--- config.mk ---
export PLATFORM = sky130hd
export DESIGN_NAME = scd_clock_ctrl
export DESIGN_NICKNAME = d
export VERILOG_FILES = /design/src/rtl/scd_pkg.sv /design/src/rtl/scd_spi_slave.sv /design/src/rtl/scd_clock_ctrl.sv
export SDC_FILE = /design/constraint.sdc
export NUM_CORES = 1
export LEC_CHECK = 0
export ABC_AREA = 1
export BUFFER_PORTS_ARGS = -buffer_cell sky130_fd_sc_hd__buf_4
export CAP_MARGIN = 20
export CORE_MARGIN = 10
export CORE_UTILIZATION = 54
export DETAILED_ROUTE_END_ITERATION = 7
export GPL_TIMING_DRIVEN = 0
export HOLD_SLACK_MARGIN = 0.02
export MAX_ROUTING_LAYER = met4
export PLACE_DENSITY_LB_ADDON = 0.2
export SYNTH_ARGS = -nofsm -noshare
export SYNTH_HDL_FRONTEND = slang
export SYNTH_SLANG_ARGS = --single-unit
--- constraint.sdc ---
create_clock -name REF_CLK -period 1.67 [get_ports REF_CLK]
set_clock_uncertainty 0.05 [all_clocks]
set_input_delay 0.0835 -clock REF_CLK [delete_from_list [all_inputs] [get_ports REF_CLK]]
set_output_delay 0.0835 -clock REF_CLK [all_outputs]
set_load 0.01 [all_outputs]
--- src/rtl/scd_pkg.sv ---
/*
 * Shared constants and carrier types of the sample clock divider and
 * delay control block: register offsets, field positions, reset values,
 * divider codes and the serial port frame layout.
 * Assumes one 100 MHz REF_CLK domain and a host on the 3-wire serial port.
 */
`default_nettype none

package scd_pkg;

   // ***********************************************************
   // Register offsets (15-bit serial address space)
   // ***********************************************************
   localparam logic [14:0] ADDR_CHAN_SEL = 15'h0008;
   localparam logic [14:0] ADDR_REF_SEL = 15'h0024;
   localparam logic [14:0] ADDR_FULL_SCALE = 15'h0025;
   localparam logic [14:0] ADDR_DIV_RATIO = 15'h010b;
   localparam logic [14:0] ADDR_HALF_ADJ = 15'h010c;
   localparam logic [14:0] ADDR_FINE_EN = 15'h0117;
   localparam logic [14:0] ADDR_FINE_VAL = 15'h0118;

   // ***********************************************************
   // Field positions
   // ***********************************************************
   localparam int DIV_CODE_LSB = 0;
   localparam int DIV_PRESET_LSB = 4;
   localparam int DIV_SYNC_EN_BIT = 7;
   localparam int REF_EXT_BIT = 0;
   localparam int FINE_EN_BIT = 0;

   // ***********************************************************
   // Reset values
   // ***********************************************************
   localparam logic [1:0] RST_CHAN_SEL = 2'h3;
   localparam logic [7:0] RST_REF_SEL = 8'h00;
   localparam logic [7:0] RST_FULL_SCALE = 8'h00;
   localparam logic [7:0] RST_DIV_RATIO = 8'h00;
   localparam logic [1:0] RST_HALF_ADJ = 2'h0;
   localparam logic [1:0] RST_FINE_EN = 2'h0;
   localparam logic [7:0] RST_FINE_VAL = 8'h00;

   // ***********************************************************
   // Divider codes and serial frame
   // ***********************************************************
   localparam logic [1:0] DIV_BY_1 = 2'h0;
   localparam logic [1:0] DIV_BY_2 = 2'h1;
   localparam logic [1:0] DIV_BY_4 = 2'h2;
   localparam logic [1:0] DIV_BY_8 = 2'h3;
   localparam int NUM_CHAN = 2;
   localparam logic [4:0] SPI_INSTR_BITS = 5'h10;
   localparam logic [4:0] SPI_FRAME_BITS = 5'h18;

   typedef struct packed {
      logic valid;
      logic [14:0] addr;
      logic [7:0] data;
   } scd_wr_t;

   typedef struct packed {
      logic [1:0] enable;
      logic [7:0] value_b;
      logic [7:0] value_a;
   } scd_fine_t;

endpackage

`default_nettype wire

--- src/rtl/scd_spi_slave.sv ---
/*
 * Serial configuration port slave: 16-bit instruction (read flag, 15-bit
 * address) then one data byte, MSB first, sampled on rising SCLK.
 * Assumes SCLK and CSB are synchronous to REF_CLK and at least four times
 * slower, so every SCLK edge is seen as a level change between two cycles.
 */
`default_nettype none

module scd_spi_slave
   import scd_pkg::*;
(
   // Clock, reset, enable
   input wire logic clk,
   input wire logic rst_n,
   input wire logic ce,
   // Serial pins
   input wire logic sclk,
   input wire logic csb_n,
   input wire logic sdio_in,
   output logic sdio_out,
   output logic sdio_oe,
   // Register side
   output scd_wr_t wr,
   output logic [14:0] rd_addr,
   input wire logic [7:0] rd_data
);

   logic sclk_reg;
   logic [4:0] cnt_reg;
   logic [23:0] sh_reg;
   logic [7:0] out_reg;
   logic load_reg;
   logic rd_flag_reg;
   scd_wr_t wr_reg;
   wire rise = sclk & ~sclk_reg;
   wire fall = ~sclk & sclk_reg;
   // Held from the 16th bit, since data-phase shifts move the flag out of place
   wire is_read = rd_flag_reg;
   wire data_phase = (cnt_reg >= SPI_INSTR_BITS);
   wire [23:0] sh_next = {sh_reg[22:0], sdio_in};
   wire [4:0] cnt_next = cnt_reg + 5'h01;

   always_ff @(posedge clk or negedge rst_n) begin
      if (!rst_n) begin
         sclk_reg <= 1'b0;
         cnt_reg <= 5'h00;
         sh_reg <= 24'h000000;
         out_reg <= 8'h00;
         load_reg <= 1'b0;
         rd_flag_reg <= 1'b0;
         wr_reg <= '0;
      end else if (ce) begin
         sclk_reg <= sclk;
         load_reg <= 1'b0;
         wr_reg.valid <= 1'b0;
         if (csb_n) begin
            cnt_reg <= 5'h00;
         end else if (rise && cnt_reg < SPI_FRAME_BITS) begin
            sh_reg <= sh_next;
            cnt_reg <= cnt_next;
            load_reg <= (cnt_next == SPI_INSTR_BITS);
            if (cnt_next == SPI_INSTR_BITS) begin
               rd_flag_reg <= sh_next[15];
            end
            // A write frame commits on its 24th bit only
            if (cnt_next == SPI_FRAME_BITS && !sh_next[23]) begin
               wr_reg <= '{valid: 1'b1, addr: sh_next[22:8], data: sh_next[7:0]};
            end
         end else if (load_reg) begin
            out_reg <= rd_data;
         end else if (fall && cnt_reg > SPI_INSTR_BITS) begin
            out_reg <= {out_reg[6:0], 1'b0};
         end
      end
   end

   assign rd_addr = sh_reg[14:0];
   assign wr = wr_reg;
   assign sdio_out = out_reg[7];
   assign sdio_oe = ~csb_n & is_read & data_phase & ~load_reg;

endmodule

`default_nettype wire

--- src/rtl/scd_clock_ctrl.sv ---
/*
 * Sample clock divider and delay control: clock divider with sync preset,
 * per-channel half-period and fine delay settings, reference and full-scale
 * selection, all programmed over the 3-wire serial port.
 * Assumes REF_CLK stands for the input sample clock; the analog delay lines,
 * reference buffer and converter core sit outside and take these controls.
 */
`default_nettype none

module scd_clock_ctrl
   import scd_pkg::*;
(
   // Clock, reset, enable
   input wire logic REF_CLK,
   input wire logic RESET_N,
   input wire logic CLK_EN,
   // Sync event
   input wire logic SYSREF,
   // Serial configuration port
   input wire logic SPI_SCLK,
   input wire logic SPI_CSB_N,
   input wire logic SPI_SDIO_IN,
   output logic SPI_SDIO_OUT,
   output logic SPI_SDIO_OE,
   // Divided clock
   output logic DIV_CLK,
   output logic DIV_CE,
   // Per-channel delay controls
   output logic [1:0] HALF_DLY,
   output scd_fine_t FINE_DLY,
   output logic [1:0] DP_RESET,
   // Reference and range
   output logic REF_EXT,
   output logic [7:0] FULL_SCALE
);

   // ***********************************************************
   // Decode helpers
   // ***********************************************************
   function automatic logic [2:0] ratio_mask(input logic [1:0] code);
      case (code)
         DIV_BY_1: ratio_mask = 3'h0;
         DIV_BY_2: ratio_mask = 3'h1;
         DIV_BY_4: ratio_mask = 3'h3;
         DIV_BY_8: ratio_mask = 3'h7;
         default: ratio_mask = 3'h0;
      endcase
   endfunction

   // Top count bit of the active ratio; set in the second half of the period, where DIV_CLK is low
   function automatic logic upper_half(input logic [1:0] code, input logic [2:0] cnt);
      case (code)
         DIV_BY_2: upper_half = cnt[0];
         DIV_BY_4: upper_half = cnt[1];
         DIV_BY_8: upper_half = cnt[2];
         default: upper_half = 1'b0;
      endcase
   endfunction

   // ***********************************************************
   // Serial port
   // ***********************************************************
   scd_wr_t wr;
   logic [14:0] rd_addr;
   logic [7:0] rd_data;

   scd_spi_slave u_spi (
      .clk(REF_CLK),
      .rst_n(RESET_N),
      .ce(CLK_EN),
      .sclk(SPI_SCLK),
      .csb_n(SPI_CSB_N),
      .sdio_in(SPI_SDIO_IN),
      .sdio_out(SPI_SDIO_OUT),
      .sdio_oe(SPI_SDIO_OE),
      .wr(wr),
      .rd_addr(rd_addr),
      .rd_data(rd_data)
   );

   // ***********************************************************
   // Register file
   // ***********************************************************
   logic [1:0] chan_sel_reg;
   logic [7:0] ref_sel_reg;
   logic [7:0] full_scale_reg;
   logic [7:0] div_ratio_reg;
   logic [1:0] half_adj_reg;
   logic [1:0] fine_en_reg;
   logic [7:0] fine_val_reg [NUM_CHAN];
   logic [1:0] dp_reset_reg;

   wire wr_chan_sel = wr.valid && wr.addr == ADDR_CHAN_SEL;
   wire wr_ref_sel = wr.valid && wr.addr == ADDR_REF_SEL;
   wire wr_full_scale = wr.valid && wr.addr == ADDR_FULL_SCALE;
   wire wr_div_ratio = wr.valid && wr.addr == ADDR_DIV_RATIO;
   wire wr_half_adj = wr.valid && wr.addr == ADDR_HALF_ADJ;
   wire wr_fine_en = wr.valid && wr.addr == ADDR_FINE_EN;
   wire wr_fine_val = wr.valid && wr.addr == ADDR_FINE_VAL;

   always_ff @(posedge REF_CLK or negedge RESET_N) begin
      if (!RESET_N) begin
         chan_sel_reg <= RST_CHAN_SEL;
         ref_sel_reg <= RST_REF_SEL;
         full_scale_reg <= RST_FULL_SCALE;
         div_ratio_reg <= RST_DIV_RATIO;
         half_adj_reg <= RST_HALF_ADJ;
      end else if (CLK_EN) begin
         if (wr_chan_sel) begin
            chan_sel_reg <= wr.data[1:0];
         end
         if (wr_ref_sel) begin
            ref_sel_reg <= wr.data;
         end
         if (wr_full_scale) begin
            full_scale_reg <= wr.data;
         end
         if (wr_div_ratio) begin
            div_ratio_reg <= wr.data;
         end
         // Only the delay select moves; divider and link state are untouched
         if (wr_half_adj) begin
            half_adj_reg <= wr.data[1:0];
         end
      end
   end

   // ***********************************************************
   // Per-channel fine delay
   // ***********************************************************
   genvar ch;
   generate
      for (ch = 0; ch < NUM_CHAN; ch = ch + 1) begin : g_chan
         wire sel = chan_sel_reg[ch];
         wire set_en = wr_fine_en && sel && wr.data[FINE_EN_BIT];
         // Reset only on the off-to-on edge of the enable
         wire fire = set_en && !fine_en_reg[ch];

         always_ff @(posedge REF_CLK or negedge RESET_N) begin
            if (!RESET_N) begin
               fine_en_reg[ch] <= RST_FINE_EN[ch];
               fine_val_reg[ch] <= RST_FINE_VAL;
               dp_reset_reg[ch] <= 1'b0;
            end else if (CLK_EN) begin
               dp_reset_reg[ch] <= fire;
               if (wr_fine_en && sel) begin
                  fine_en_reg[ch] <= wr.data[FINE_EN_BIT];
               end
               if (wr_fine_val && sel) begin
                  fine_val_reg[ch] <= wr.data;
               end
            end
         end
      end
   endgenerate

   // Active on the cycle after the enabling write, no commit step
   assign FINE_DLY.enable = fine_en_reg;
   assign FINE_DLY.value_a = fine_en_reg[0] ? fine_val_reg[0] : 8'h00;
   assign FINE_DLY.value_b = fine_en_reg[1] ? fine_val_reg[1] : 8'h00;
   assign DP_RESET = dp_reset_reg;
   assign HALF_DLY = half_adj_reg;
   assign REF_EXT = ref_sel_reg[REF_EXT_BIT];
   assign FULL_SCALE = full_scale_reg;

   // ***********************************************************
   // Read back
   // ***********************************************************
   // Channel registers read the lowest selected channel
   wire rd_ch = ~chan_sel_reg[0];
   wire [7:0] fine_en_rd = {7'h00, fine_en_reg[rd_ch]};

   assign rd_data = (rd_addr == ADDR_CHAN_SEL) ? {6'h00, chan_sel_reg} :
                    (rd_addr == ADDR_REF_SEL) ? ref_sel_reg :
                    (rd_addr == ADDR_FULL_SCALE) ? full_scale_reg :
                    (rd_addr == ADDR_DIV_RATIO) ? div_ratio_reg :
                    (rd_addr == ADDR_HALF_ADJ) ? {6'h00, half_adj_reg} :
                    (rd_addr == ADDR_FINE_EN) ? fine_en_rd :
                    (rd_addr == ADDR_FINE_VAL) ? fine_val_reg[rd_ch] :
                    8'h00;

   // ***********************************************************
   // Clock divider
   // ***********************************************************
   // The ratio is assumed stable before the clock runs; a change on the fly
   // just re-masks the count and may give one short period
   logic [2:0] cnt_reg;
   logic sysref_reg;
   logic div_clk_reg;
   logic div_ce_reg;

   wire [1:0] div_code = div_ratio_reg[DIV_CODE_LSB +: 2];
   wire [2:0] div_preset = div_ratio_reg[DIV_PRESET_LSB +: 3];
   wire sync_en = div_ratio_reg[DIV_SYNC_EN_BIT];
   wire [2:0] mask = ratio_mask(div_code);
   wire sysref_edge = SYSREF & ~sysref_reg;
   wire sync_load = sysref_edge & sync_en;
   wire [2:0] cnt_inc = cnt_reg + 3'h1;
   // Preset lands on this edge and counting resumes on the next one
   wire [2:0] cnt_next = sync_load ? (div_preset & mask) : (cnt_inc & mask);

   always_ff @(posedge REF_CLK or negedge RESET_N) begin
      if (!RESET_N) begin
         cnt_reg <= 3'h0;
         sysref_reg <= 1'b0;
         div_clk_reg <= 1'b0;
         div_ce_reg <= 1'b0;
      end else if (CLK_EN) begin
         sysref_reg <= SYSREF;
         cnt_reg <= cnt_next;
         // Equal high and low halves of the count at ratios 2, 4 and 8 (ratio 1 holds it high), independent of input duty
         div_clk_reg <= ~upper_half(div_code, cnt_next);
         div_ce_reg <= (cnt_next == 3'h0);
      end
   end

   assign DIV_CLK = div_clk_reg;
   assign DIV_CE = div_ce_reg;

endmodule

`default_nettype wire

After elaboration in Yosys (flattened, before gate mapping)
Cells that the tools add are included.
- add/subtract/negate cells: 2
- order comparisons: 5
- equal/unequal tests: 19
- multiplexer cells: 27
- bitwise logic cells: 18
- reductions and logical operators: 39
- operators by type and width (kind ; count):
    == test 15 x 9 -> 1 bit, second input constant ; 8
    two-way mux 8 bit ; 14
    two-way mux 24 bit ; 3
    == test 15 x 6 -> 1 bit, second input constant ; 4
    == test 15 x 4 -> 1 bit, second input constant ; 2
    AND reduction 2 bit ; 10
    logical AND 1 bit ; 18
    case mux 3 bit (4 select lines) ; 1
    AND reduction 4 bit ; 3
    == test 5 bit, second input constant ; 2
    two-way mux 5 bit ; 2
    inverter 1 bit ; 8
    bitwise AND 1 bit ; 7
    bitwise AND 3 bit ; 2
    adder 5 x 1 -> 5 bit, second input constant ; 1
    >= comparator 5 bit, second input constant ; 1
    > comparator 5 bit, second input constant ; 1
    < comparator 5 bit, second input constant ; 1
    two-way mux 1 bit ; 5
    == test 2 bit, second input constant ; 2
    nonzero test 2 bit ; 2
    adder 3 x 1 -> 3 bit, second input constant ; 1
    zero test 1 bit ; 3
    zero test 3 bit ; 1
    other kinds (8) ; 8
- register bits: 117
- bits of input ports: 7
- output and inout port bits: 35
- word-level logic and storage cells: 134

Logic depth before layout (Yosys ltp)
Gate-level depths: netlist of the first run.
- depth after elaboration: 13
- gate-level depth with buffers: 13
- mapped depth without buffers: 13

Cells and area by module
Synthesis of the first run repeated with hierarchy kept, for this count alone.
- cell total of the unflattened synthesis: 743
- area, all modules: 5936.9 µm²
- by module, submodules not included (module ; instances ; cells each ; area each (µm²) ; seq. area each (µm²)):
    scd_clock_ctrl ; 1 ; 406 ; 3071.7 ; 1353.8
    scd_spi_slave ; 1 ; 337 ; 2865.2 ; 1576.5

Least setup slack after synthesis of the first run
OpenSTA, ideal clock, no wires.
- path type: flip-flop to flip-flop
- from: reg u_spi.cnt_reg[0]
- to: reg u_spi.wr_reg, in the netlist u_spi.wr[1]
- setup time: 136 ps
- arrival time: 1547 ps
- data required time: 1484 ps
- setup slack: -63 ps
- cell stages (with the launch flop): 9
- path buffers: 2
- clock period less this slack: 1733 ps
- cells stage by stage: dfrtp_1 -> ha_1 -> xnor2_1 -> nand2_1 -> nor2_1 -> nand3_1 -> clkbuf_1 -> clkbuf_1 -> o21ai_0
- cells in the longest elaborated chain, start to end: 4
- elaborated cells between the ends (all ways): 6
- those cells by class: 1 x add/sub; 1 x order compare; 1 x eq/ne; 3 x reduce/logical
- RTL lines (item ; line ; RTL):
    start: declaration ; scd_spi_slave.sv:29 ; logic [4:0] cnt_reg;
    start signal: assignment ; scd_spi_slave.sv:60 ; cnt_reg <= cnt_next;
    adder 5 x 1 -> 5 bit ; scd_spi_slave.sv:41 ; wire [4:0] cnt_next = cnt_reg + 5'h01;
    == test 5 bit ; scd_spi_slave.sv:66 ; if (cnt_next == SPI_FRAME_BITS && !sh_next[23]) begin
    logical AND 1 bit ; scd_spi_slave.sv:66 ;
    AND reduction 4 bit (no source line) (*) ; n/a ;
    end signal: assignment ; scd_spi_slave.sv:67 ; wr_reg <= '{valid: 1'b1, addr: sh_next[22:8], data: sh_next[7:0]};
    end: declaration ; scd_spi_slave.sv:34 ; scd_wr_t wr_reg;
Mark *: on every way between the ends. The rest lies on a longest branch, timed or not.
A chain may end at the register's enable or synchronous reset.

Final worst setup path of the first run
- from: reg u_spi.wr_reg, in the netlist u_spi.wr[17]
- to: reg ref_sel_reg[4]
- cells in the longest elaborated chain, start to end: 3
- RTL lines (item ; line ; RTL):
    == test 15 x 6 -> 1 bit ; scd_clock_ctrl.sv:94 ; wire wr_ref_sel = wr.valid && wr.addr == ADDR_REF_SEL;
    logical AND 1 bit ; scd_clock_ctrl.sv:94 ;
    AND reduction 2 bit (no source line) ; n/a ;
    end signal: assignment ; scd_clock_ctrl.sv:113 ; ref_sel_reg <= wr.data;
    end: declaration ; scd_clock_ctrl.sv:85 ; logic [7:0] ref_sel_reg;
No other way between the ends.

==> results.md, run 1 <==
- Post-synth cell types: 36
- Post-synthesis cell area: 5510 sq um
- Synthesized area per cell: 8.15 sq um
- Setup slack after layout: -0.195 ns
- Inserted Diodes: 0
- Largest net degree at the start of global routing: 60
- RSZ-0062 raised after global routing: yes
- Port Buffers: 41
- CTS tree: yes
- Tcrit/Tclk final: 112%
- Initial antenna violation count: 0
- Width of the die: 121 um
- Synth top cells by count: 185 x nand2_1, 115 x dfrtp_1, 95 x o21ai_0
- Leakage: 3.77 nW
- GRT Util Overall: 22.3%
- Sequential share of the synthesized area: 53.2%
- Filler Cell Count: 533
- H-tree depth: 4
- Vias: 5379
- Final min period: 1.86 ns
- Layout cells sized above 1: 37.7%
- Crit-path max FO: 6
- Register-to-register setup slack: -0.19 ns
- Global placer's final weighted congestion: 0.850
- Synth warn: 0
- Gr ovfl total: 0
- Outcome: finished with violations
- Core area: 9860 sq um
- Routed WL per cell: 19.0 um
- Drt total wl: 17700 um
- Final setup viols: 68
- VDD IR max: 0.871 mV
- Post-route antenna net violation count: 0
- Max reg flops: 24
- DP Worst Slack: -0.423 ns
- End of the worst hold path: u_spi.sclk_reg
- Cells after synthesis: 676
- First-pass DRT Iterations: 5
- Vias in the first global route: 5063
- Post-DP HPWL: 10100 um
- Root buf cell: clkbuf_8
- Clock Latency Late Sink: 0.53 ns
- Synth area leaders: dfrtp_1 52%, nand2_1 13%, o21ai_0 8.6%
- Reg clk slew, reported paths: 0.06 ns
- Reg-to-reg endpoint: ref_sel_reg[4]
- Max-slew violations: 0
- HP Class: primary input to flip-flop
- Worst hold margin: -0.0252 ns
- Routing usage on met2: 35.1%
- Die height: 121 um
- Area Growth Syn to Fin: 44.3%
- Hold path cells: 3
- Max Cap Violations: 0
- Top-area cell type share of the netlist area: 52.2%
- Slew headroom: 63.0%
- WP data arrival: 2.22 ns
- CTS Buf Count: 17
- Met3 Usage GRT: 5.44%
- Layout Nets: 794
- Clock buffer depth: 2
- Most frequent cell after synthesis: nand2_1
- Hold Fails Final Rpt: 1
- Avg Vias per Cell: 5.79
- Share of flip-flops with an asynchronous set or reset: 100%
- Post-synth EDFFs: 0
- First-pass GRT wire length: 25300 um
- Post-Syn Nets: 687
- Ports: 42
- Sink Count: 117
- Pwr/cell area: 1010 nW/um^2
- CP Launch Type: flip-flop
- Hold path startpoint: CLK_EN
- GR peak layer: met2
- Reg2Reg Launch Point: u_spi.wr[17]
- Kind of critical path: flip-flop to flip-flop
- Synth area leader: dfrtp_1
- Post-route DRC: 0
- Max Clock Freq: 536 MHz
- Failing checks: hold timing, setup timing
- R2R depth: 7
- Number of synthesized register bits: 117
- FP Rows: 36
- Measured slew at the worst slew-check pin: 0.556 ns
- Top_reg_cell synth: dfrtp_1
- Starting density of the core: 55.9%
- Required @ worst endpoint: 2.02 ns
- GR Util met1: 26.6%
- Worst setup EP type: flip-flop
- DRT iter0 DRCs: 569
- Die ar.: 14600 sq um
cell families after synthesis:
family	synth area share (%)
muxes	1.23
DFF	53.2
buffers and inverters	7.76
xor gates and xnor gates	0.318
AOI/OAI and AO/OA	13.5
adders and majority gates	0.908
and+or+nand+nor	23.1
layer usage:
layer  part of all wire (%)  wire [um]
met1                     38       6780
met4                    4.4        770
met3                    8.0       1410
met5                      0          0
met2                     49       8730
report_power, final:
part	switching [mW]	internal (mW)	total [mW]
Clock	1.34	2.69	4.03
Sequential	0.191	3.04	3.23
Combinational	0.514	0.261	0.776
placed cells by master (no fill, tap or decap), types with 20 or more instances in the layout:
cell type,Yosys,layout
nand2_1,185,123
dfrtp_1,115,110
inv_1,87,76
buf_4,0,61
nand2_2,0,42
o21ai_0,95,39
o21ai_1,16,38
o21ai_2,0,34
nor2_1,44,31
nand3_1,38,26
nand2_4,0,20
timing repair:
action,in CTS,in global routing
resized for setup,132,178
hold buffers,11,0
gates cloned,6,1
pin swaps,12,26
endpoints found under the hold margin,128,0
setup buffers,16,16
setup endpoints to repair,116,103
worst max-delay path by stage:
stage                          start               end  slack, ns
floorplan               u_spi.wr[21]   fine_val_reg[6]      -0.02
global placement    u_spi.cnt_reg[4]   u_spi.sh_reg[1]      -0.41
global route            u_spi.wr[17]    ref_sel_reg[4]      -0.24
CTS                     u_spi.wr[15]  fine_val_reg[14]      -0.13
detailed placement  u_spi.sh_reg[14]  u_spi.out_reg[7]      -0.42
finish                  u_spi.wr[17]    ref_sel_reg[4]      -0.19
cell type report:
| cell class | instances | area (sq um) | share of cell area (%) |
|---|---|---|---|
| Sequential cell | 117 | 2940 | 36.9 |
| Multi-Input combinational cell | 449 | 2820 | 35.4 |
| Timing Repair Buffer | 91 | 840 | 10.6 |
| Clock buffer | 20 | 455 | 5.73 |
| Inverter | 87 | 332 | 4.17 |
| Buffer | 20 | 208 | 2.61 |
| Clock inverter | 12 | 200 | 2.52 |
| Tap cell | 133 | 166 | 2.09 |
per-stage QoR:
stage                     total power, mW  cells  utilization, %  cell area, sq um  TNS [ns]
after floorplan                      3.53    676               -              5530   -0.0591
after global placement               3.72    850            60.9              6010    -21.28
after detailed placement             3.76    851            61.2              6040    -25.15
after CTS                            7.81    913            74.0              7300     -4.89
after global routing                 8.28    929            80.6              7950    -11.97
final                                8.04    929            80.6              7950     -7.92
critical path, cell delays in order, from the launching register on:
cell and delay, ns:
dfrtp_1 0.39, or3_4 0.43, nor3_4 0.27, nand4_1 0.18, buf_6 0.18, buf_8 0.13, nand2_2 0.05, o21ai_1 0.06
Power figures use the tool's default switching activity.
==> run 2: changes to the inputs <==
CORE_UTILIZATION = 56   (was 54)
CTS_BUF_LIST = sky130_fd_sc_hd__clkbuf_2   (was unset)
PLACE_DENSITY = 0.78   (was unset)
PLACE_DENSITY_LB_ADDON = unset   (was 0.2)
==> run 2 against run 1 <==
Setup slack lost 0.036 ns. Hold slack gained 0.20 ns. Sequential cell count is the same. Critical path type unchanged. Clock power shrank 53%. The run ends with setup timing left.
==> results.md, run 2 (same netlist as run 1, synthesis figures left out) <==
- Outcome: finished with violations (unchanged)
- Failing checks: setup timing (was hold timing, setup timing)
- Pwr/cell area: 750 nW/um^2 (was 1010 nW/um^2)
- Leakage: 3.94 nW (was 3.77 nW)
- Global placer's final weighted congestion: 0.920 (was 0.850)
- Final setup viols: 92 (was 68)
- First-pass GRT wire length: 27000 um (was 25300 um)
- Clock buffer depth: 2 (unchanged)
- Required @ worst endpoint: 2.23 ns (was 2.02 ns)
- Ports: 42 (unchanged)
- Hold Fails Final Rpt: 0 (was 1)
- Final core utilization: 81.2% (was 80.6%)
- Reg clk slew, reported paths: 0.19 ns (was 0.06 ns)
- VDD IR max: 0.755 mV (was 0.871 mV)
- FP Rows: 36 (unchanged)
- HP Class: primary input to flip-flop (unchanged)
- Most frequent cells in the layout: 112 x dfrtp_1, 107 x nand2_1, 64 x inv_1 (was 123 x nand2_1, 110 x dfrtp_1, 76 x inv_1)
- Port Buffers: 41 (unchanged)
- Final Power: 5.90 mW (was 8.04 mW)
- Setup slack after layout: -0.230 ns (was -0.195 ns)
- Clock Latency Late Sink: 0.70 ns (was 0.53 ns)
- Die ar.: 14200 sq um (was 14600 sq um)
- R2R depth: 5 (was 7)
- Area of the multi-input gates: 2940 sq um (was 2820 sq um)
- Switching power: 1.80 mW (was 2.05 mW)
- DRT iter0 DRCs: 605 (was 569)
- Slew headroom: 45.6% (was 63.0%)
- Inserted Diodes: 0 (unchanged)
- Dpl cells: 851 (unchanged)
- Switching Fraction: 30.5% (was 25.5%)
- CP Launch Type: flip-flop (unchanged)
- Largest net degree at the start of global routing: 64 (was 60)
- Measured slew at the worst slew-check pin: 0.816 ns (was 0.556 ns)
- Internal Pwr Total: 4.10 mW (was 5.99 mW)
- Sink Count: 117 (unchanged)
- Max Clock Freq: 526 MHz (was 536 MHz)
- Hold path cells: 4 (was 3)
- WP data arrival: 2.46 ns (was 2.22 ns)
- Vias: 5594 (was 5379)
- Post-route DRC: 0 (unchanged)
- Root buf cell: clkbuf_2 (was clkbuf_8)
- Post-route antenna net violation count: 0 (unchanged)
- Width of the die: 119 um (was 121 um)
- Gr ovfl total: 0 (unchanged)
- Layout cells sized above 1: 41.5% (was 37.7%)
- GRT Util Overall: 24.3% (was 22.3%)
- RSZ-0062 raised after global routing: yes (unchanged)
- Core area: 9680 sq um (was 9860 sq um)
- Dpl cell area: 6040 sq um (about the same)
- Tcrit/Tclk final: 114% (was 112%)
- Worst setup EP type: flip-flop (unchanged)
- Area Growth Syn to Fin: 42.7% (was 44.3%)
- Final min period: 1.90 ns (was 1.86 ns)
- Reg power frac: 54.3% (was 40.2%)
- Worst hold margin: 0.173 ns (was -0.0252 ns)
- Vias in the first global route: 5287 (was 5063)
- Routed WL per cell: 20.1 um (was 19.0 um)
- FF+latch area: 2940 sq um (about the same)
- Max-slew violations: 0 (unchanged)
- First-pass DRT Iterations: 6 (was 5)
- Crit-path max FO: 5 (was 6)
- Starting density of the core: 56.9% (was 55.9%)
- Initial antenna violation count: 0 (unchanged)
- Comb pwr share: 13.6% (was 9.7%)
- Kind of critical path: flip-flop to flip-flop (unchanged)
- CTS tree: yes (unchanged)
- Drt total wl: 18900 um (was 17700 um)
- Filler Cell Count: 502 (was 533)
- Commonest non-fill, non-tap cell in the layout: dfrtp_1 (was nand2_1)
- H-tree depth: 4 (unchanged)
- Avg Vias per Cell: 5.94 (was 5.79)
- Non-Filler Instances: 941 (was 929)
- Layout Nets: 806 (was 794)
- CTS Buf Count: 17 (unchanged)
- Die height: 119 um (was 121 um)
- Post-DP HPWL: 10200 um (was 10100 um)
- Clk pwr share: 32.1% (was 50.1%)
- Final instance area: 7870 sq um (was 7950 sq um)
- Max Cap Violations: 0 (unchanged)
- Max reg flops: 24 (unchanged)
run 2: layout make-up:
type / instances / share of cell area (%)
clock inverter: 13 / 1.78
timing repair buffer: 103 / 13.0
buffer: 19 / 2.94
multi-input combinational: 450 / 37.4
tap: 133 / 2.12
inverter: 87 / 4.25
clock buffer: 19 / 1.21
sequential: 117 / 37.4
run 2: critical path: stages (launching register included):
cell     delay (ns)
dfrtp_1        0.43
or3_4          0.44
nor3_4         0.22
nand4_1        0.28
buf_2          0.27
o21ai_1        0.13
run 2: what timing repair did:
| item | CTS | global route |
|---|---|---|
| hold endpoints to repair | 153 | 0 |
| pin swaps | 23 | 18 |
| endpoints found under the setup margin | 117 | 126 |
| setup buffers | 28 | 12 |
| hold buffers | 11 | 0 |
| cloned | 10 | 1 |
| gates resized for setup | 219 | 162 |
run 2: metal layers:
metal | track usage, % | vias up | part of all wire [%]
met5 | - | - | 0
met4 | 9.47 | 0 | 4.7
met3 | 6.24 | 91 | 7.3
met2 | 40.4 | 322 | 51
met1 | 27.5 | 2744 | 37
li1 | - | 2437 | -
run 2: path summary, 6_finish.rpt:
check                                     start              end  slack (ns)
min in group asynchronous               RESET_N     u_spi.wr[12]        0.49
max in group asynchronous               RESET_N  chan_sel_reg[1]        0.27
worst min-delay path                SPI_SDIO_IN      u_spi.wr[0]        0.17
worst max register to register     u_spi.wr[18]   ref_sel_reg[5]       -0.23
worst max-delay path               u_spi.wr[18]   ref_sel_reg[5]       -0.23
worst min register to register  chan_sel_reg[1]  chan_sel_reg[1]        0.46
run 2: stage by stage:
stage	setup TNS (ns)	worst slack, ns
floorplan	-0.0591	-0.0152
global placement	-21.08	-0.335
detailed placement	-24.17	-0.385
CTS	-3.97	-0.117
global route	-15.00	-0.251
finish	-9.53	-0.230
run 2: power groups by stage:
stage / registers, mW / logic (mW) / clock network (mW)
final: 3.20 / 0.804 / 1.89
after global routing: 3.23 / 0.882 / 2.01
after CTS: 3.17 / 0.628 / 1.88
after detailed placement: 3.22 / 0.539 / 0
after global placement: 3.21 / 0.508 / 0
after floorplan: 3.19 / 0.340 / 0
==> run 3: changes to the inputs <==
==> constraint.sdc (replaced) <==
create_clock -name REF_CLK -period 1.67 [get_ports REF_CLK]
set_clock_uncertainty 0.05 [all_clocks]
set_input_delay 0.334 -clock REF_CLK [delete_from_list [all_inputs] [get_ports REF_CLK]]
set_output_delay 0.334 -clock REF_CLK [all_outputs]
set_load 0.01 [all_outputs]
==> run 3 against run 2 <==
The flow still finishes with violations (setup timing). Critical path depth increased by 4. Utilization increased by 4.4 points. Sequential power about the same. First-iteration DRC count increased by 51%. Sequential share of layout area decreased by 1.9 points. Setup slack got worse by 0.14 ns. Non-clock buffer count increased by 37. Die area unchanged. Via count increased by 10%. Design area increased by 5.4%. Power increased by 3.8%. Largest cell class unchanged. Highest routed layer unchanged.
==> results.md, run 3 (same netlist as run 1, synthesis figures left out) <==
- Tcrit/Tclk final: 122% (was 114%)
- Final core utilization: 85.6% (was 81.2%)
- Comb pwr share: 14.8% (was 13.6%)
- Switching Fraction: 32.0% (was 30.5%)
- Reg2Reg Launch Point: u_spi.wr[15] (was u_spi.wr[18])
- Leakage: 4.05 nW (was 3.94 nW)
- Filler Cell Count: 417 (was 502)
- Non-Filler Instances: 978 (was 941)
- Width of the die: 119 um (unchanged)
- Kind of critical path: flip-flop to flip-flop (unchanged)
- Reg-to-reg endpoint: fine_val_reg[11] (was ref_sel_reg[5])
- Inserted Diodes: 0 (unchanged)
- Hold Fails Final Rpt: 0 (unchanged)
- Gr ovfl total: 0 (unchanged)
- Clock buffer depth: 2 (unchanged)
- Reg power frac: 52.7% (was 54.3%)
- Reg clk slew, reported paths: 0.20 ns (was 0.19 ns)
- Pwr/cell area: 739 nW/um^2 (was 750 nW/um^2)
- HP Class: primary input to flip-flop (unchanged)
- Worst setup EP type: flip-flop (unchanged)
- Die height: 119 um (unchanged)
- Drt total wl: 22400 um (was 18900 um)
- WP data arrival: 2.58 ns (was 2.46 ns)
- Max Cap Violations: 0 (unchanged)
- Register-to-register setup slack: -0.37 ns (was -0.23 ns)
- Largest net degree at the start of global routing: 64 (unchanged)
- Vias in the first global route: 5479 (was 5287)
- Hold path startpoint: CLK_EN (was SPI_SDIO_IN)
- First-pass GRT wire length: 27600 um (was 27000 um)
- Max reg flops: 24 (unchanged)
- Routed WL per cell: 22.9 um (was 20.1 um)
- Core area: 9680 sq um (unchanged)
- Sink Count: 117 (unchanged)
- Die ar.: 14200 sq um (unchanged)
- Port Buffers: 41 (unchanged)
- Avg Vias per Cell: 6.32 (was 5.94)
- Most frequent cells in the layout: 111 x dfrtp_1, 103 x nand2_1, 72 x buf_4 (was 112 x dfrtp_1, 107 x nand2_1, 64 x inv_1)
- Layout cells sized above 1: 48.3% (was 41.5%)
- First-pass DRT Iterations: 8 (was 6)
- Failing checks: setup timing (unchanged)
- FP Rows: 36 (unchanged)
- VDD IR max: 0.766 mV (was 0.755 mV)
- Clk pwr share: 32.5% (was 32.1%)
- Max Clock Freq: 490 MHz (was 526 MHz)
- H-tree depth: 4 (unchanged)
- Hold path cells: 5 (was 4)
- Area of the multi-input gates: 3000 sq um (was 2940 sq um)
- CTS tree: yes (unchanged)
- Dpl cells: 851 (unchanged)
- RSZ-0062 raised after global routing: yes (unchanged)
- Initial antenna violation count: 0 (unchanged)
- Setup slack after layout: -0.369 ns (was -0.230 ns)
- Post-DP HPWL: 10200 um (unchanged)
- FF+latch area: 2940 sq um (about the same)
- Outcome: finished with violations (unchanged)
- Global placer's final weighted congestion: 0.920 (unchanged)
- R2R depth: 9 (was 5)
- Clock Latency Late Sink: 0.73 ns (was 0.70 ns)
- Crit-path max FO: 5 (unchanged)
- Area Growth Syn to Fin: 50.4% (was 42.7%)
- End of the worst hold path: FINE_DLY[17] (was u_spi.wr[0])
- Root buf cell: clkbuf_2 (unchanged)
- Ports: 42 (unchanged)
- Post-route antenna net violation count: 0 (unchanged)
- Required @ worst endpoint: 2.21 ns (was 2.23 ns)
- Switching power: 1.96 mW (was 1.80 mW)
- Vias: 6178 (was 5594)
- CP Launch Type: flip-flop (unchanged)
- Final setup viols: 105 (was 92)
- Commonest non-fill, non-tap cell in the layout: dfrtp_1 (unchanged)
- Internal Pwr Total: 4.16 mW (was 4.10 mW)
- GRT Util Overall: 24.6% (was 24.3%)
- Measured slew at the worst slew-check pin: 0.830 ns (was 0.816 ns)
- CTS Buf Count: 17 (unchanged)
- Post-route DRC: 0 (unchanged)
- Final min period: 2.04 ns (was 1.90 ns)
- Max-slew violations: 0 (unchanged)
- Layout Nets: 843 (was 806)
- Slew headroom: 44.7% (was 45.6%)
- Starting density of the core: 56.9% (unchanged)
- DRT iter0 DRCs: 912 (was 605)
-- run 3: how the worst max path moves through the flow --
stage,slack (ns),endpoint,cells after the start,from
after floorplan,-0.02,fine_val_reg[6],6,u_spi.wr[21]
after global placement,-0.37,u_spi.sh_reg[1],8,CLK_EN
after detailed placement,-0.41,u_spi.sh_reg[18],9,CLK_EN
after CTS,-0.28,FINE_DLY[6],4,FINE_DLY[16]
after global routing,-0.42,fine_val_reg[11],9,u_spi.wr[14]
final,-0.37,fine_val_reg[11],9,u_spi.wr[15]
-- run 3: per-layer routing --
metal,track usage (%),up-vias,wire (um)
met5,-,-,0
met4,11.0,0,1550
met3,5.34,160,2050
met2,40.6,544,11000
met1,28.2,2963,7790
li1,-,2511,-
-- run 3: repair_timing --
item                       CTS  global route
resized for setup          233           207
cloned                      10             2
hold buffers                 9             1
buffers inserted            42            36
hold endpoints to repair    71             3
pin swaps                   22            30
setup endpoints to repair  127           140
-- run 3: stage by stage --
step / setup WS [ns] / cell area (sq um) / TNS [ns] / hold slack, ns / power, mW
5_1_grt: -0.416 / 8290 / -23.59 / 0.0680 / 6.30
3_3_place_gp: -0.367 / 6010 / -23.55 / 0.411 / 3.72
2_1_floorplan: -0.0152 / 5530 / -0.0591 / -0.0116 / 3.53
4_1_cts: -0.284 / 7330 / -9.82 / 0.201 / 5.68
6_report: -0.369 / 8290 / -18.28 / 0.0377 / 6.12
3_5_place_dp: -0.414 / 6040 / -26.04 / 0.419 / 3.76
-- run 3: critical path: stages, from the launching register on --
cell     delay (ns)
dfrtp_1        0.43
or2_4          0.29
nor2_4         0.09
nand3_2        0.10
nor4_4         0.33
buf_4          0.20
nand3_4        0.13
buf_6          0.16
nand2_1        0.07
o21ai_1        0.07
-- run 3: layout make-up --
type                    instances  area share (%)
well taps                     133            2.01
multi-input cells             450            36.2
inverters                      87            4.03
flip-flops and latches        117            35.5
clock buffers                  19            1.15
clock inverters                13            1.69
plain buffers                  20            3.17
repair buffers                139            16.3
-- run 3: power by group through the flow --
stage	Clock, mW	Combinational [mW]	Sequential [mW]
floorplan	0	0.340	3.19
global placement	0	0.508	3.21
detailed placement	0	0.539	3.22
CTS	1.88	0.632	3.17
global route	2.08	0.972	3.25
finish	1.99	0.908	3.22
